$ cat src/rtl/logic_cell_defines.vh
`ifndef LOGIC_CELL_DEFINES_VH
`define LOGIC_CELL_DEFINES_VH

// Register byte offsets
`define OFS_CTRL 8'h00
`define OFS_TOP_MASK_LO 8'h04
`define OFS_TOP_MASK_HI 8'h08
`define OFS_BOT_MASK_LO 8'h0C
`define OFS_BOT_MASK_HI 8'h10
`define OFS_STATUS 8'h14

// Control register fields
`define CTRL_MODE_LSB 0
`define CTRL_MODE_MSB 2
`define CTRL_PACK_TOP 3
`define CTRL_PACK_BOT 4
`define CTRL_CHAIN_TOP 5
`define CTRL_CHAIN_BOT 6
`define CTRL_SCLR_EN_TOP 7
`define CTRL_SLOAD_EN_TOP 8
`define CTRL_SCLR_EN_BOT 9
`define CTRL_SLOAD_EN_BOT 10
`define CTRL_COMB_OUT 11
`define CTRL_CHAIN_START 12
`define CTRL_BYPASS 13
`define CTRL_LOCAL_CTL 14
`define CTRL_WIDTH 15

// Reset values
`define CTRL_RESET 15'h0000
`define MASK_RESET 32'h00000000

// Operating modes
`define MODE_NORMAL 3'h0
`define MODE_EXT_LUT 3'h1
`define MODE_ARITH 3'h2
`define MODE_SHARED 3'h3
`define MODE_LUT_REG 3'h4

// Chain geometry
`define CELLS_PER_CLUSTER 10
`define BITS_PER_CELL 2
`define CARRY_START_LO 0
`define CARRY_START_HI 4
`define SHARE_START_LO 0
`define SHARE_START_HI 5
`define HALF_CELLS 5

`endif

$ cat src/rtl/lut_table.v
`default_nettype none

// Lookup table: the mask bit addressed by the select inputs
module lut_table #(
  parameter N = 4
) (
  // Truth table
  input wire [(1<<N)-1:0] mask,
  // Inputs
  input wire [N-1:0] sel,
  // Result
  output wire out
);

  assign out = mask[sel];

endmodule // lut_table

`default_nettype wire

$ cat src/rtl/cell_register.v
`default_nettype none

// One cell register with cluster-wide controls
module cell_register (
  // Clock and clear
  input wire clk,
  input wire clr_n,
  // Synchronous controls
  input wire ena,
  input wire sclr,
  input wire sload,
  input wire sdata,
  // Data
  input wire d,
  output reg q
);

  // Clear beats everything; sclr beats sload; both wait for ena
  always @(posedge clk or negedge clr_n) begin
    if (!clr_n) begin
      q <= 1'b0;
    end else if (ena) begin
      if (sclr) begin
        q <= 1'b0;
      end else if (sload) begin
        q <= sdata;
      end else begin
        q <= d;
      end
    end
  end

endmodule // cell_register

`default_nettype wire

$ cat src/rtl/logic_cell.v
// Decided for this implementation: the plain strobed port and the placing of the registers.
`include "logic_cell_defines.vh"
`default_nettype none

// How it works
// - The cell runs in exactly one of five modes, set in the control register.
// - Eleven inputs: eight data, carry-in, shared-chain-in, register-chain-in.
// - Registers take clock, enable, clears and load from cluster-wide controls.
// - Normal mode: two functions, or one function of up to six inputs.
// - Two five-input functions share lut_in_a and lut_in_b; four-with-five share one.
// - Two six-input functions fit only with four shared inputs and identical logic; here top and bottom masks are separate, so the logic may differ.
// - Six inputs use a-d plus e0/f0 to top, or e1/f1 to bottom.
// - Bottom six-input use frees e0/f0; f1 packs only if unregistered.
// - Extended mode muxes two five-input functions; eighth input packs, bottom unavailable.
// - Arithmetic mode: four four-input tables feed two full adders, sharing a and b.
// - Carry-in enters first adder, then second adder, then next cell.
// - Arithmetic results come out registered, unregistered, or both.
// - Carry output can be used with table outputs; sums are then dropped, though here the top and bottom registers still load them.
// - Local enable, counter enable, up/down, add/sub; per-register sclr/sload enables.
// - Two-bit carry select inside the cell; carry starts at first or fifth cell.
// - Chains over twenty bits continue to the next cluster, up to a column.
// - Top-half chains continue in top half, bottom-half chains in bottom half.
// - Alternate columns bypass top half, others bottom half; bypassed cells stay free.
// - Shared mode: four tables make sum or carry of three inputs.
// - Shared carry goes to second adder or next cell; starts at first or sixth.
// - Lookup-table-register mode adds a third register sharing only clock, clear and clk_ena with the top register, without sclr or sload.
// - Chip-wide clear resets every register and overrides all other controls.
// - Register-chain input feeds a register directly for shift registers.
module logic_cell #(
  parameter CELL_INDEX = 0,
  parameter COLUMN_ODD = 0,
  parameter ADDR_W = 8
) (
  // Clock and reset
  input wire clk,
  input wire nrst,
  // Register port
  input wire [ADDR_W-1:0] addr,
  input wire [31:0] wdata,
  input wire wr,
  input wire rd,
  output reg [31:0] rdata,
  // Cluster-wide controls
  input wire clk_ena,
  input wire aclr_n,
  input wire sclr,
  input wire sload,
  input wire chip_wide_clear_n,
  // Local data inputs
  input wire lut_in_a,
  input wire lut_in_b,
  input wire lut_in_c,
  input wire lut_in_d,
  input wire lut_in_e0,
  input wire lut_in_f0,
  input wire lut_in_e1,
  input wire lut_in_f1,
  // Chains from the previous cell
  input wire carry_in,
  input wire share_in,
  input wire reg_chain_in,
  // Chains to the next cell
  output wire carry_out,
  output wire share_out,
  output wire reg_chain_out,
  // Output drivers
  output wire top_comb_out,
  output wire top_reg_out,
  output wire bot_comb_out,
  output wire bot_reg_out,
  output wire lut_reg_out
);

  reg [`CTRL_WIDTH-1:0] ctrl_r;
  reg [31:0] top_lo_r;
  reg [31:0] top_hi_r;
  reg [31:0] bot_lo_r;
  reg [31:0] bot_hi_r;
  reg [31:0] rdata_nxt;

  wire [2:0] mode_raw;
  reg [2:0] mode;
  wire mode_bad;
  wire [63:0] top_mask;
  wire [63:0] bot_mask;
  wire clr_n;
  wire top_q;
  wire bot_q;
  wire lut_q;

  // Half-cluster membership of this cell
  function in_top_half;
    input integer idx;
    begin
      in_top_half = (idx < `HALF_CELLS);
    end
  endfunction

  // One full adder, returns {carry, sum}
  function [1:0] fadd;
    input x;
    input y;
    input c;
    begin
      fadd = {(x & y) | (x & c) | (y & c), x ^ y ^ c};
    end
  endfunction

  // Register port writes
  always @(posedge clk or negedge nrst) begin
    if (!nrst) begin
      ctrl_r <= `CTRL_RESET;
      top_lo_r <= `MASK_RESET;
      top_hi_r <= `MASK_RESET;
      bot_lo_r <= `MASK_RESET;
      bot_hi_r <= `MASK_RESET;
    end else if (wr) begin
      case (addr)
        `OFS_CTRL: ctrl_r <= wdata[`CTRL_WIDTH-1:0];
        `OFS_TOP_MASK_LO: top_lo_r <= wdata;
        `OFS_TOP_MASK_HI: top_hi_r <= wdata;
        `OFS_BOT_MASK_LO: bot_lo_r <= wdata;
        `OFS_BOT_MASK_HI: bot_hi_r <= wdata;
        default: ctrl_r <= ctrl_r;
      endcase
    end
  end

  assign top_mask = {top_hi_r, top_lo_r};
  assign bot_mask = {bot_hi_r, bot_lo_r};

  // Unused mode codes fall back to normal so one mode is always in force
  assign mode_raw = ctrl_r[`CTRL_MODE_MSB:`CTRL_MODE_LSB];
  assign mode_bad = (mode_raw > `MODE_LUT_REG);
  always @* begin
    if (mode_bad) begin
      mode = `MODE_NORMAL;
    end else begin
      mode = mode_raw;
    end
  end

  wire is_ext = (mode == `MODE_EXT_LUT);
  wire is_arith = (mode == `MODE_ARITH);
  wire is_shared = (mode == `MODE_SHARED);
  wire is_lutreg = (mode == `MODE_LUT_REG);
  wire is_add = is_arith | is_shared;

  wire pack_top = ctrl_r[`CTRL_PACK_TOP];
  wire pack_bot = ctrl_r[`CTRL_PACK_BOT];
  wire chain_top = ctrl_r[`CTRL_CHAIN_TOP];
  wire chain_bot = ctrl_r[`CTRL_CHAIN_BOT];
  wire comb_out = ctrl_r[`CTRL_COMB_OUT];
  wire local_ctl = ctrl_r[`CTRL_LOCAL_CTL] & is_arith;

  // Six-input tables: a-d shared, e0/f0 top, e1/f1 bottom
  wire top6;
  wire bot6;
  lut_table #(.N(6)) u_top6 (
    .mask(top_mask),
    .sel({lut_in_f0, lut_in_e0, lut_in_d, lut_in_c, lut_in_b, lut_in_a}),
    .out(top6)
  );
  lut_table #(.N(6)) u_bot6 (
    .mask(bot_mask),
    .sel({lut_in_f1, lut_in_e1, lut_in_d, lut_in_c, lut_in_b, lut_in_a}),
    .out(bot6)
  );

  // Two five-input halves sharing four inputs, muxed by f0
  wire five0;
  wire five1;
  lut_table #(.N(5)) u_five0 (
    .mask(top_lo_r),
    .sel({lut_in_e0, lut_in_d, lut_in_c, lut_in_b, lut_in_a}),
    .out(five0)
  );
  lut_table #(.N(5)) u_five1 (
    .mask(bot_lo_r),
    .sel({lut_in_e1, lut_in_d, lut_in_c, lut_in_b, lut_in_a}),
    .out(five1)
  );
  wire ext_out = lut_in_f0 ? five1 : five0;

  // Four four-input tables, all sharing lut_in_a and lut_in_b
  wire [3:0] q4;
  wire [3:0] var_hi = {lut_in_f1, lut_in_e1, lut_in_f0, lut_in_e0};
  wire [63:0] mask4 = {bot_mask[31:16], bot_mask[15:0], top_mask[31:16], top_mask[15:0]};
  genvar g;
  generate
    for (g = 0; g < 4; g = g + 1) begin : g_lut4
      lut_table #(.N(4)) u_lut4 (
        .mask(mask4[g*16 +: 16]),
        .sel({var_hi[g], (g % 2 == 0) ? lut_in_c : lut_in_d, lut_in_b, lut_in_a}),
        .out(q4[g])
      );
    end
  endgenerate

  // Local counter controls taken from data inputs
  wire loc_ena = local_ctl ? lut_in_f0 : 1'b1;
  wire cnt_en = local_ctl ? lut_in_f1 : 1'b1;
  wire up_dn = local_ctl ? lut_in_e1 : 1'b1;
  wire add_sub = local_ctl ? lut_in_e0 : 1'b1;
  wire invert = is_arith & (~add_sub | ~up_dn);

  // Chain start and bypass limited by cell position and column
  wire start_ok = is_shared ?
    (CELL_INDEX == `SHARE_START_LO || CELL_INDEX == `SHARE_START_HI) :
    (CELL_INDEX == `CARRY_START_LO || CELL_INDEX == `CARRY_START_HI);
  wire chain_start = ctrl_r[`CTRL_CHAIN_START] & start_ok & is_add;
  wire bypass_ok = COLUMN_ODD ? !in_top_half(CELL_INDEX) : in_top_half(CELL_INDEX);
  wire bypass = ctrl_r[`CTRL_BYPASS] & bypass_ok & !is_add;

  wire cin_eff = chain_start ? invert : carry_in;
  wire sin_eff = chain_start ? 1'b0 : share_in;

  // Adder operands per mode
  wire x0 = q4[0];
  wire x1 = q4[2];
  wire y0 = is_shared ? sin_eff : (q4[1] ^ invert);
  wire y1 = is_shared ? q4[1] : (q4[3] ^ invert);

  // Two-bit carry select: second bit precomputed for both carries
  wire [1:0] add0 = fadd(x0, y0, cin_eff);
  wire [1:0] add1_c0 = fadd(x1, y1, 1'b0);
  wire [1:0] add1_c1 = fadd(x1, y1, 1'b1);
  wire [1:0] add1 = add0[1] ? add1_c1 : add1_c0;

  // Pass-through keeps a chain running past a bypassed cell
  assign carry_out = bypass ? carry_in : (is_add ? add1[1] : 1'b0);
  assign share_out = bypass ? share_in : (is_shared ? q4[3] : 1'b0);

  // Combinational results per mode
  reg top_src;
  reg bot_src;
  always @* begin
    case (mode)
      `MODE_EXT_LUT: begin
        top_src = ext_out;
        bot_src = 1'b0;
      end
      `MODE_ARITH, `MODE_SHARED: begin
        top_src = add0[0];
        bot_src = add1[0];
      end
      default: begin
        top_src = top6;
        bot_src = bot6;
      end
    endcase
  end

  // Carry with table outputs drops the sums
  wire use_tables = is_arith & comb_out;
  assign top_comb_out = use_tables ? x0 : top_src;
  assign bot_comb_out = use_tables ? x1 : bot_src;

  // Register packing and register-chain selection
  wire top_pack = is_ext ? lut_in_f1 : lut_in_e0;
  wire top_d = chain_top ? reg_chain_in : (pack_top ? top_pack : top_src);
  wire bot_d = chain_bot ? top_q : (pack_bot ? lut_in_f1 : bot_src);

  // Chip-wide clear overrides every other control
  assign clr_n = nrst & aclr_n & chip_wide_clear_n;

  wire reg_ena = clk_ena & loc_ena & cnt_en;
  wire top_sclr = sclr & ctrl_r[`CTRL_SCLR_EN_TOP];
  wire top_sload = sload & ctrl_r[`CTRL_SLOAD_EN_TOP];
  wire bot_sclr = sclr & ctrl_r[`CTRL_SCLR_EN_BOT];
  wire bot_sload = sload & ctrl_r[`CTRL_SLOAD_EN_BOT];

  cell_register u_top_register (
    .clk(clk),
    .clr_n(clr_n),
    .ena(reg_ena),
    .sclr(top_sclr),
    .sload(top_sload),
    .sdata(lut_in_c),
    .d(top_d),
    .q(top_q)
  );

  // Bottom register is not available in extended mode
  cell_register u_bottom_register (
    .clk(clk),
    .clr_n(clr_n),
    .ena(reg_ena & !is_ext),
    .sclr(bot_sclr),
    .sload(bot_sload),
    .sdata(lut_in_d),
    .d(bot_d),
    .q(bot_q)
  );

  // Third register loads lut_in_e1, on clock, clear and clk_ena only, with no sclr or sload
  cell_register u_lut_register (
    .clk(clk),
    .clr_n(clr_n),
    .ena(clk_ena & is_lutreg),
    .sclr(1'b0),
    .sload(1'b0),
    .sdata(1'b0),
    .d(lut_in_e1),
    .q(lut_q)
  );

  assign top_reg_out = top_q;
  assign bot_reg_out = bot_q;
  assign lut_reg_out = lut_q;
  assign reg_chain_out = bot_q;

  // Read data stands only in the cycle after the read strobe
  always @* begin
    rdata_nxt = 32'h00000000;
    if (rd) begin
      case (addr)
        `OFS_CTRL: rdata_nxt = {{(32-`CTRL_WIDTH){1'b0}}, ctrl_r};
        `OFS_TOP_MASK_LO: rdata_nxt = top_lo_r;
        `OFS_TOP_MASK_HI: rdata_nxt = top_hi_r;
        `OFS_BOT_MASK_LO: rdata_nxt = bot_lo_r;
        `OFS_BOT_MASK_HI: rdata_nxt = bot_hi_r;
        `OFS_STATUS: rdata_nxt = {21'h000000, mode, bypass_ok, start_ok, mode_bad,
          share_out, carry_out, lut_q, bot_q, top_q};
        default: rdata_nxt = 32'h00000000;
      endcase
    end
  end

  always @(posedge clk or negedge nrst) begin
    if (!nrst) begin
      rdata <= 32'h00000000;
    end else begin
      rdata <= rdata_nxt;
    end
  end

endmodule // logic_cell

`default_nettype wire

$ cat config.mk
export PLATFORM = sky130hd
export DESIGN_NAME = logic_cell
export DESIGN_NICKNAME = d
export VERILOG_FILES = /design/src/rtl/lut_table.v /design/src/rtl/cell_register.v /design/src/rtl/logic_cell.v
export VERILOG_INCLUDE_DIRS = /design/src /design/src/rtl
export SDC_FILE = /design/constraint.sdc
export NUM_CORES = 1
export LEC_CHECK = 0
export ABC_AREA = 1
export BUFFER_PORTS_ARGS = -buffer_cell sky130_fd_sc_hd__buf_2
export CAP_MARGIN = 0
export CORE_AREA = 4 4 147 149
export CTS_CLUSTER_SIZE = 28
export DETAILED_ROUTE_END_ITERATION = 10
export DIE_AREA = 0 0 151 153
export PLACE_DENSITY_LB_ADDON = 0.05
export SLEW_MARGIN = 20
export SYNTH_ARGS = -nofsm -noshare
export SYNTH_HDL_FRONTEND = slang
export SYNTH_SLANG_ARGS = --single-unit
$ cat constraint.sdc
create_clock -name clk -period 4.6 [get_ports clk]
set_clock_uncertainty 0.1 [all_clocks]
set_input_delay 1.38 -clock clk [delete_from_list [all_inputs] [get_ports clk]]
set_output_delay 1.38 -clock clk [all_outputs]
set_load 0.01 [all_outputs]
# Word-level counts from Yosys, hierarchy flattened
# Cells that the tools add are included.
# word_totals
input_bits	60
out_inout_bits	40
ramBits	0
n_memories	0
regBits	178
wordCells	115
latchBits	0
mem_bits_ro	0
# op_classes
multipliers	0
shift	0
n_bitwise	33
n_mux	46
add_sub_neg	0
n_reduce_logical	9
n_div	0
order_cmp	9
n_eq_ne	9
# op_table
operator	count
$pmux 32 s6	1
$mux 1	32
$mux 32	1
$lt 4x5->1 const B	4
$and 1x1->1	19
$bmux 1 s4	4
$eq 8x4->1 const B	2
$eq 8x5->1 const B	2
$lt 6x7->1 const B	2
$bmux 1 s6	2
$lt 5x6->1 const B	2
$bmux 1 s5	2
$reduce_and 2->1	5
$eq 8x3->1 const B	1
$logic_not 8->1	1
$eq 3x2->1 const B	2
$or 1x1->1	6
$xor 1x1->1	5
$pmux 1 s2	2
$eq 3x1->1 const B	1
$eq 3x3->1 const B	1
$gt 3x3->1 const B	1
$mux 3	1
$not 1->1	3
other kinds (3)	4

# Logic depth before layout (Yosys ltp)
# Gate-level depths: netlist of the first run.
# depth
depth_word	19
ltp_mapped	24
ltp_nobuf	21

# By module
# From an unflattened synthesis of the first run, not the netlist that was laid out.
# hier_totals
hier_cells	1666
area_unflattened_um2	11292.1
# modules_own_cells
module	area_per_inst_um2	n_inst	seq_area_each_um2	cells_per_inst
logic_cell	8027.7	1	4379.2	973
lut_table (u_bot6 ...)	696.9	2	0.0	152
lut_table (g_lut4[0].u_lut4 ...)	230.2	4	0.0	50
lut_table (u_five0 ...)	375.4	2	0.0	78
cell_register	66.3	3	25.0	11

# Worst setup path before layout of the first run
# OpenSTA, ideal clock, no wires.
# synth_path
path_kind	input to output
startpoint	input port lut_in_a
endpoint	output port top_comb_out
arrival_ps	3477
path_buffers	3
stages	17
t_required_ps	3120
path_slack_ps	-357
path_cell_list	buf_6 buf_6 buf_4 nand2_1 nand3_1 nand2_1 a21oi_1 nand2_1 nand2_1 or2_2 nand3_1 o31ai_1 fa_1 nor2_1 a21oi_1 nand2_1 a21oi_1
# synth_between
elab_chain_cells	8
elab_cells_between_ends	17
classes_between	mux: 14; bitwise: 3
# synth_rtl
item	line	source
from (decl)	logic_cell.v:50	input wire lut_in_a,
$bmux 1 s4	lut_table.v:15	assign out = mask[sel];
$mux 1 (not written as such)	lut_table.v:15	
$xor 1x1->1	logic_cell.v:221	wire y0 = is_shared ? sin_eff : (q4[1] ^ invert);
$mux 1	logic_cell.v:221	
$xor 1x1->1 (2 in series)	logic_cell.v:105	fadd = {(x & y) | (x & c) | (y & c), x ^ y ^ c};
$pmux 1 s2	logic_cell.v:238	case (mode)
$mux 1 *	logic_cell.v:256	assign top_comb_out = use_tables ? x0 : top_src;
to (decl)	logic_cell.v:67	output wire top_comb_out,
# Mark *: on every way between the ends. The rest lies on a longest branch, timed or not. The select of a mux whose other input is x is not followed.

# Worst setup path in the final report of the first run
# Ends and elaborated chain as after synthesis.

==> results of run 1 <==
[final cells by class]
class | instances | area, µm² | area share
clock inverter | 13 | 196 | 0.0174
clock buffer | 19 | 433 | 0.0383
timing repair buffer | 202 | 1450 | 0.129
tap | 270 | 338 | 0.0299
multi-input combinational | 821 | 4030 | 0.357
inverter | 100 | 390 | 0.0346
sequential | 178 | 4450 | 0.395
[layout by cell type, fill, tap and decap left out, drive strengths merged]
| master | instances |
|---|---|
| a211oi | 1 |
| or2 | 1 |
| o21bai | 1 |
| o211ai | 6 |
| nand2 | 425 |
| o22ai | 3 |
| buf | 201 |
| inv | 102 |
| bufinv | 4 |
| nor3 | 4 |
| a41oi | 12 |
| a31oi | 9 |
| a21oi | 23 |
| clkbuf | 20 |
| dfrtp | 178 |
| nor2 | 37 |
| a22oi | 1 |
| clkinv | 5 |
| xor2 | 1 |
| clkinvlp | 2 |
| ha | 2 |
| a221oi | 23 |
| o2111ai | 1 |
| o31ai | 1 |
| a22o | 7 |
| fa | 1 |
| nand3b | 1 |
| and3 | 1 |
| o21ai | 161 |
| nor4 | 1 |
| nand3 | 98 |
[layer usage]
layer	track usage	share of wire	up-vias
li1	-	-	4137
met1	0.387	0.45	4054
met2	0.404	0.46	323
met3	0.0509	0.068	40
met4	0.0769	0.019	0
met5	0	0	-
[through the flow]
stage	total power, mW	hold slack [ps]	cell area [µm²]	setup TNS [ps]	setup WS [ps]
global placement	2.09	368	10100	-1180	-416
floorplan	1.90	353	9000	-458	-212
global route	3.88	408	11300	-1560	-506
detailed placement	2.09	374	10100	-1280	-464
CTS	3.73	391	11100	-1510	-416
finish	3.74	388	11300	-1050	-423
[registers in the layout (all words and copies together) (netlist names)]
name,flops
rdata,32
u_lut_register.q,1
bot_hi_r,32
top_lo_r,32
ctrl_r,15
u_top_register.q,1
top_hi_r,32
u_bottom_register.q,1
bot_lo_r,32
[worst max path at each step]
| stage | from | to |
|---|---|---|
| floorplan | lut_in_a | top_comb_out |
| global placement | lut_in_a | bot_comb_out |
| detailed placement | lut_in_a | top_comb_out |
| CTS | lut_in_a | top_comb_out |
| global route | lut_in_a | top_comb_out |
| finish | lut_in_a | top_comb_out |
[kinds of logic (layout without fill, tap and decap cells)]
group,Yosys count,in the layout
AND/OR/NAND/NOR,568,568
AO/OA/AOI/OAI,249,249
flip-flops,178,178
buffers and inverters,168,334
adder cells (fa/ha/maj),3,3
XOR/XNOR,1,1
[critical path: stages]
cell      delay (ps)
buf_12           130
buf_12           140
nand2_4           50
nand2_2           50
nand2_2           50
o211ai_2          90
nand2_1           90
nand2_2           70
or2_4            240
nand3_4           60
o31ai_4           70
fa_2             530
nor2_2            40
a21oi_1          120
nand2_1          100
a21oi_2          160
buf_2            150
[report_power, final]
group          leakage (nW)  internal, mW  switching (mW)  total, mW
logic                  2.68         0.198           0.255      0.454
registers              2.46          1.63          0.0667       1.70
clock network         0.300         0.921           0.665       1.59
total                  5.44          2.75           0.987       3.74
[what timing repair did]
action / 4_1_cts / 5_1_grt
resized for setup: 34 / 44
cloned: 1 / 1
buffers inserted: 33 / 3
pin swaps: 27 / 30
setup endpoints to repair: 3 / 5
hold endpoints to repair: 0 / 0
==> impl_metrics.ini, run 1 <==
[run_status]
status = finished, violations left
violations = setup timing

[global_route]
grt_overflow = 0
grt_start_max_net_pins = 76
grt_pass1_vias = 8376
grt_pass1_wl_mm = 47.6
grt_usage = 0.266
antenna_found_initial = 0

[yosys]
synth_area_leaders = dfrtp_1 50%, nand2_1 18%, o21ai_0 8.8%
ys_ff_latch = 178
ys_top_cells_by_count = 423 x nand2_1, 178 x dfrtp_1, 157 x o21ai_0
yosysMostFrequentCell = nand2_1
synthArstFlopShare = 1.00
ys_warn_count = 0
syn_inst = 1167
synthAdderAreaFrac = 0.00502
syn-num-nets = 1230
netlist_area_um2 = 8970
synth_top_family_by_area = simple AND/OR/NAND/NOR gates
synth.largest_area_cell = dfrtp_1
postSynthAreaPerCell_um2 = 7.69
synth-simple-area-share = 0.255
synth-compound-area-share = 0.162
synth.area.mux_share = 0
synth_edf_count = 0
ys.flop_type = dfrtp_1
synth-xor-area-share = 0.000976
synth_top_area_share = 0.496
ys_seq_area_frac = 0.496
ys_types = 39

[setup_path]
critical_path_class = in2out
cp_max_fo = 6
cp-start-kind = primary input
arrival_ps = 3540
cp.required_ps = 3120
r2r_slack_ps = 320
rr_startpoint = ctrl_r[2]
r2r_cells = 29
end_kind = primary output
r2r_end = u_bottom_register.q

[worst_hold_path]
whs_path_depth = 2
worstHoldStart = bot_lo_r[1]
hold_class = reg2reg
min_to = bot_lo_r[1]

[die]
die_w_um = 151
dieArea_um2 = 23100
core_area_um2 = 20200
rows = 52
pin_count = 100
dieHeight_um = 153
initial_utilization = 0.445

[detailed_routing]
viasPerCell = 5.34
wl_mm = 30.1
drc_errors = 0
drtIter0Drc = 750
final_antenna_net_count = 0
via_count = 8554
dr.pass1.iters = 6
wl_per_cell_um = 18.8

[sta]
rsz0062_at_grt = true
period_minus_slack_ps = 5020
period_share = 1.09
max_freq_ghz = 0.199
worst_pin_slew_ps = 864
slew_headroom = 0.421
hold_violations = 0
slew_violations = 0
layout_setup_ws_ps = -423
finalSetupViolCount = 4

[power_and_ir_drop]
powerDensity_nw_per_um2 = 331
ir_drop_mv = 0.223
leakage_nw = 5.44

[final_layout]
area_growth_pct = 25.8
final_cell_count_no_fill = 1603
nets = 1383
fill_cells = 1961
antennaDiodeCount = 0
drive_above_1_share = 0.220
fin_util = 0.560

[clocking]
clock_path_buffers = 2
cts_tree = yes
clk_latency_ps = 430
h-tree-depth = 4
clk_pin_slew_worst_paths_ps = 70
cts_inserted_buffers = 17
cts.sinks = 178
root_buffer = clkbuf_16
hold_buffers = 0

[placement]
gp_congestion = 0.909
port_buffers = 99
dp_cells = 1539
hpwl_mm = 21.0

[job]
max-cap-violations = 0
Power figures use the tool's default switching activity.
==> run 2, diff against run 1 <==
--- a/config.mk
+++ b/config.mk
@@ -9,12 +9,13 @@
 export ABC_AREA = 1
 export BUFFER_PORTS_ARGS = -buffer_cell sky130_fd_sc_hd__buf_2
 export CAP_MARGIN = 0
-export CORE_AREA = 4 4 147 149
+export CORE_AREA = 4 4 156 158
 export CTS_CLUSTER_SIZE = 28
 export DETAILED_ROUTE_END_ITERATION = 10
-export DIE_AREA = 0 0 151 153
+export DIE_AREA = 0 0 160 162
 export PLACE_DENSITY_LB_ADDON = 0.05
 export SLEW_MARGIN = 20
 export SYNTH_ARGS = -nofsm -noshare
 export SYNTH_HDL_FRONTEND = slang
+export SYNTH_HIERARCHICAL = 1
 export SYNTH_SLANG_ARGS = --single-unit
==> run 2 against run 1 <==
Net effect:
- the flow still finishes with violations (setup timing)
- fmax is 3.3% higher
- setup slack better by 160 ps
- sequential share of layout area decreased by 5.6 points
- worst hold slack gained 28 ps
- first-iteration DRC count up 49%
- via count up 33%
- flip-flop and latch count is the same
- register-to-register slack better by 1200 ps
- clock power fell by 6%
- highest routed layer unchanged
==> impl_metrics.ini, run 2 <==
[detailed_routing]
dr.pass1.iters = 5
wl_per_cell_um = 19.8
viasPerCell = 5.46
final_antenna_net_count = 0
via_count = 11409
wl_mm = 41.5
drtIter0Drc = 1114
drc_errors = 0

[sta]
rsz0062_at_grt = true
worst_pin_slew_ps = 864
slew_headroom = 0.420
layout_setup_ws_ps = -261
period_minus_slack_ps = 4860
period_share = 1.06
hold_violations = 0
finalSetupViolCount = 3
whs_ps = 416
slew_violations = 0
setup-tns-final_ps = -564
max_freq_ghz = 0.206

[clocking]
h-tree-depth = 4
hold_buffers = 0
clock_path_buffers = 2
clk_latency_ps = 430
cts_tree = yes
clk_pin_slew_worst_paths_ps = 70
cts.sinks = 178
root_buffer = clkbuf_16
cts_inserted_buffers = 17

[yosys]
ys.flop_type = dfrtp_1
netlist_area_um2 = 11300
ys_top_cells_by_count = 566 x nand2_1, 263 x nand3_1, 189 x inv_1
ys_seq_area_frac = 0.394
synthArstFlopShare = 1.00
synth_top_area_share = 0.394
ys_ff_latch = 178
synth_area_leaders = dfrtp_1 39%, nand2_1 19%, nand3_1 12%
synth_edf_count = 0
synth.largest_area_cell = dfrtp_1
postSynthAreaPerCell_um2 = 6.78
ys_types = 35
syn_inst = 1666
yosysMostFrequentCell = nand2_1
ys_warn_count = 6

[die]
pin_count = 100
rows = 56
dieArea_um2 = 25900
die_w_um = 160
initial_utilization = 0.488
core_area_um2 = 23100
dieHeight_um = 162

[power_and_ir_drop]
p_sw_frac = 0.307
power.switching_mw = 1.20
power_frac_clock = 0.385
leakage_nw = 6.77
ir_drop_mv = 0.223
p_comb_frac = 0.162
p_int_mw = 2.70
powerDensity_nw_per_um2 = 297
p_total_mw = 3.90
p_seq_frac = 0.453

[setup_path]
arrival_ps = 3380
cp-start-kind = primary input
r2r_cells = 21
crit_slowest_cell = fa_2
cp.required_ps = 3120
r2r_end = u_bottom_register/q
rr_startpoint = ctrl_r[1]
path_cells = buf_12, buf_12, inv_12, nand2_2, nand2_1, nand2_1, nand3_2, nand3_2, nand2_4, xnor2_2, nand2_1, nand2_2, fa_2, nand2_2, nand3_2, mux2_4, buf_6
critical_path_class = in2out
r2r_slack_ps = 1500
end_kind = primary output
slowest_delay_ps = 430
cp_max_fo = 8

[job]
max-cap-violations = 0

[global_route]
antenna_found_initial = 0
grt_usage = 0.319
top_usage_layer = met1
grt_use_met1 = 0.492
grt_pass1_vias = 10719
grt_start_max_net_pins = 76
grt_pass1_wl_mm = 64.0
grtUsageMet2 = 0.474
grt_overflow = 0
grt_use_met3 = 0.0469

[final_layout]
final_cell_mix = 554 x nand2_1, 244 x nand3_1, 187 x inv_1
drive_above_1_share = 0.185
antennaDiodeCount = 0
nets = 1850
layout_commonest_cell = nand2_1
register_area_um2 = 4450
fill_cells = 2300
postLayoutCellArea_um2 = 13100
final_cell_count_no_fill = 2090
multi_input_area_um2 = 5540
area_growth_pct = 16.4
fin_util = 0.568

[placement]
gp_congestion = 0.965
pre_cts_slack_ps = -516
port_buffers = 99
hpwl_mm = 30.4
placed_cell_area_um2 = 12200
dp_cells = 2045

[worst_hold_path]
min_to = bot_hi_r[29]
worstHoldStart = bot_hi_r[29]
hold_class = reg2reg
whs_path_depth = 2

[run_status]
violations = setup timing
status = finished, violations left
-- run 2: changes by cell type in the layout (fill, tap and decap cells not counted), moves of 13 or more --
cell / delta
inv_1: +95
o21ai_0: -48
nor2_1: +54
o21ai_1: +50
a21oi_1: +25
a221oi_1: -23
buf_4: -20
nand2_1: +150
nand3_1: +159
nand2_2: +28
inv_2: +13
-- run 2: metal layers --
metal	wire, µm	share of wire
met1	19000	0.46
met3	3770	0.091
met4	801	0.019
met5	0	0
met2	17900	0.43
-- run 2: power by group through the flow --
stage	combinational [mW]	sequential [mW]	clock (mW)
after floorplan	0.356	1.74	0
after global placement	0.567	1.79	0
after detailed placement	0.576	1.79	0
after CTS	0.599	1.76	1.52
after global routing	0.701	1.77	1.58
final	0.630	1.77	1.50
-- run 2: repair_timing --
item / in CTS / in global routing
gates resized for setup: 29 / 28
pin swaps: 12 / 21
setup buffers: 4 / 6
endpoints found under the setup margin: 3 / 3
gates cloned: 1 / 2
-- run 2: cell families (layout without fill, tap and decap cells) --
logic type               count (synthesis)  count (layout)  share of synthesized area
AO/OA/AOI/OAI                          210             210                     0.0956
XOR/XNOR                                 2               2                    0.00155
adder cells (fa/ha/maj)                  3               3                    0.00399
buffers and inverters                  294             425                      0.130
flip-flops                             178             178                      0.394
multiplexers                             1               1                   0.000997
other                                    1               4                   0.000332
AND/OR/NAND/NOR                        977             977                      0.373
-- run 2: layout make-up --
class,instances,area share
Clock buffer,19,0.0329
Clock inverter,13,0.0113
Multi-Input combinational cell,1197,0.421
Inverter,215,0.0667
Timing Repair Buffer,178,0.101
Sequential cell,178,0.339
Tap cell,290,0.0276
-- run 2: worst max-delay path by stage --
stage / from / endpoint / slack (ps) / cells after the start
floorplan: lut_in_a / bot_comb_out / 100 / 15
global placement: lut_in_b / bot_comb_out / -430 / 17
detailed placement: lut_in_b / bot_comb_out / -520 / 13
CTS: lut_in_a / bot_comb_out / -280 / 18
global route: lut_in_a / bot_comb_out / -360 / 20
finish: lut_in_a / top_comb_out / -260 / 17
-- run 2: critical path, delay by kind of cell --
kind          cells  cell delay (ps)
xor+xnor          1              100
simple gates     10              700
fa+ha+maj         1              430
buf+inv           4              470
mux               1              280
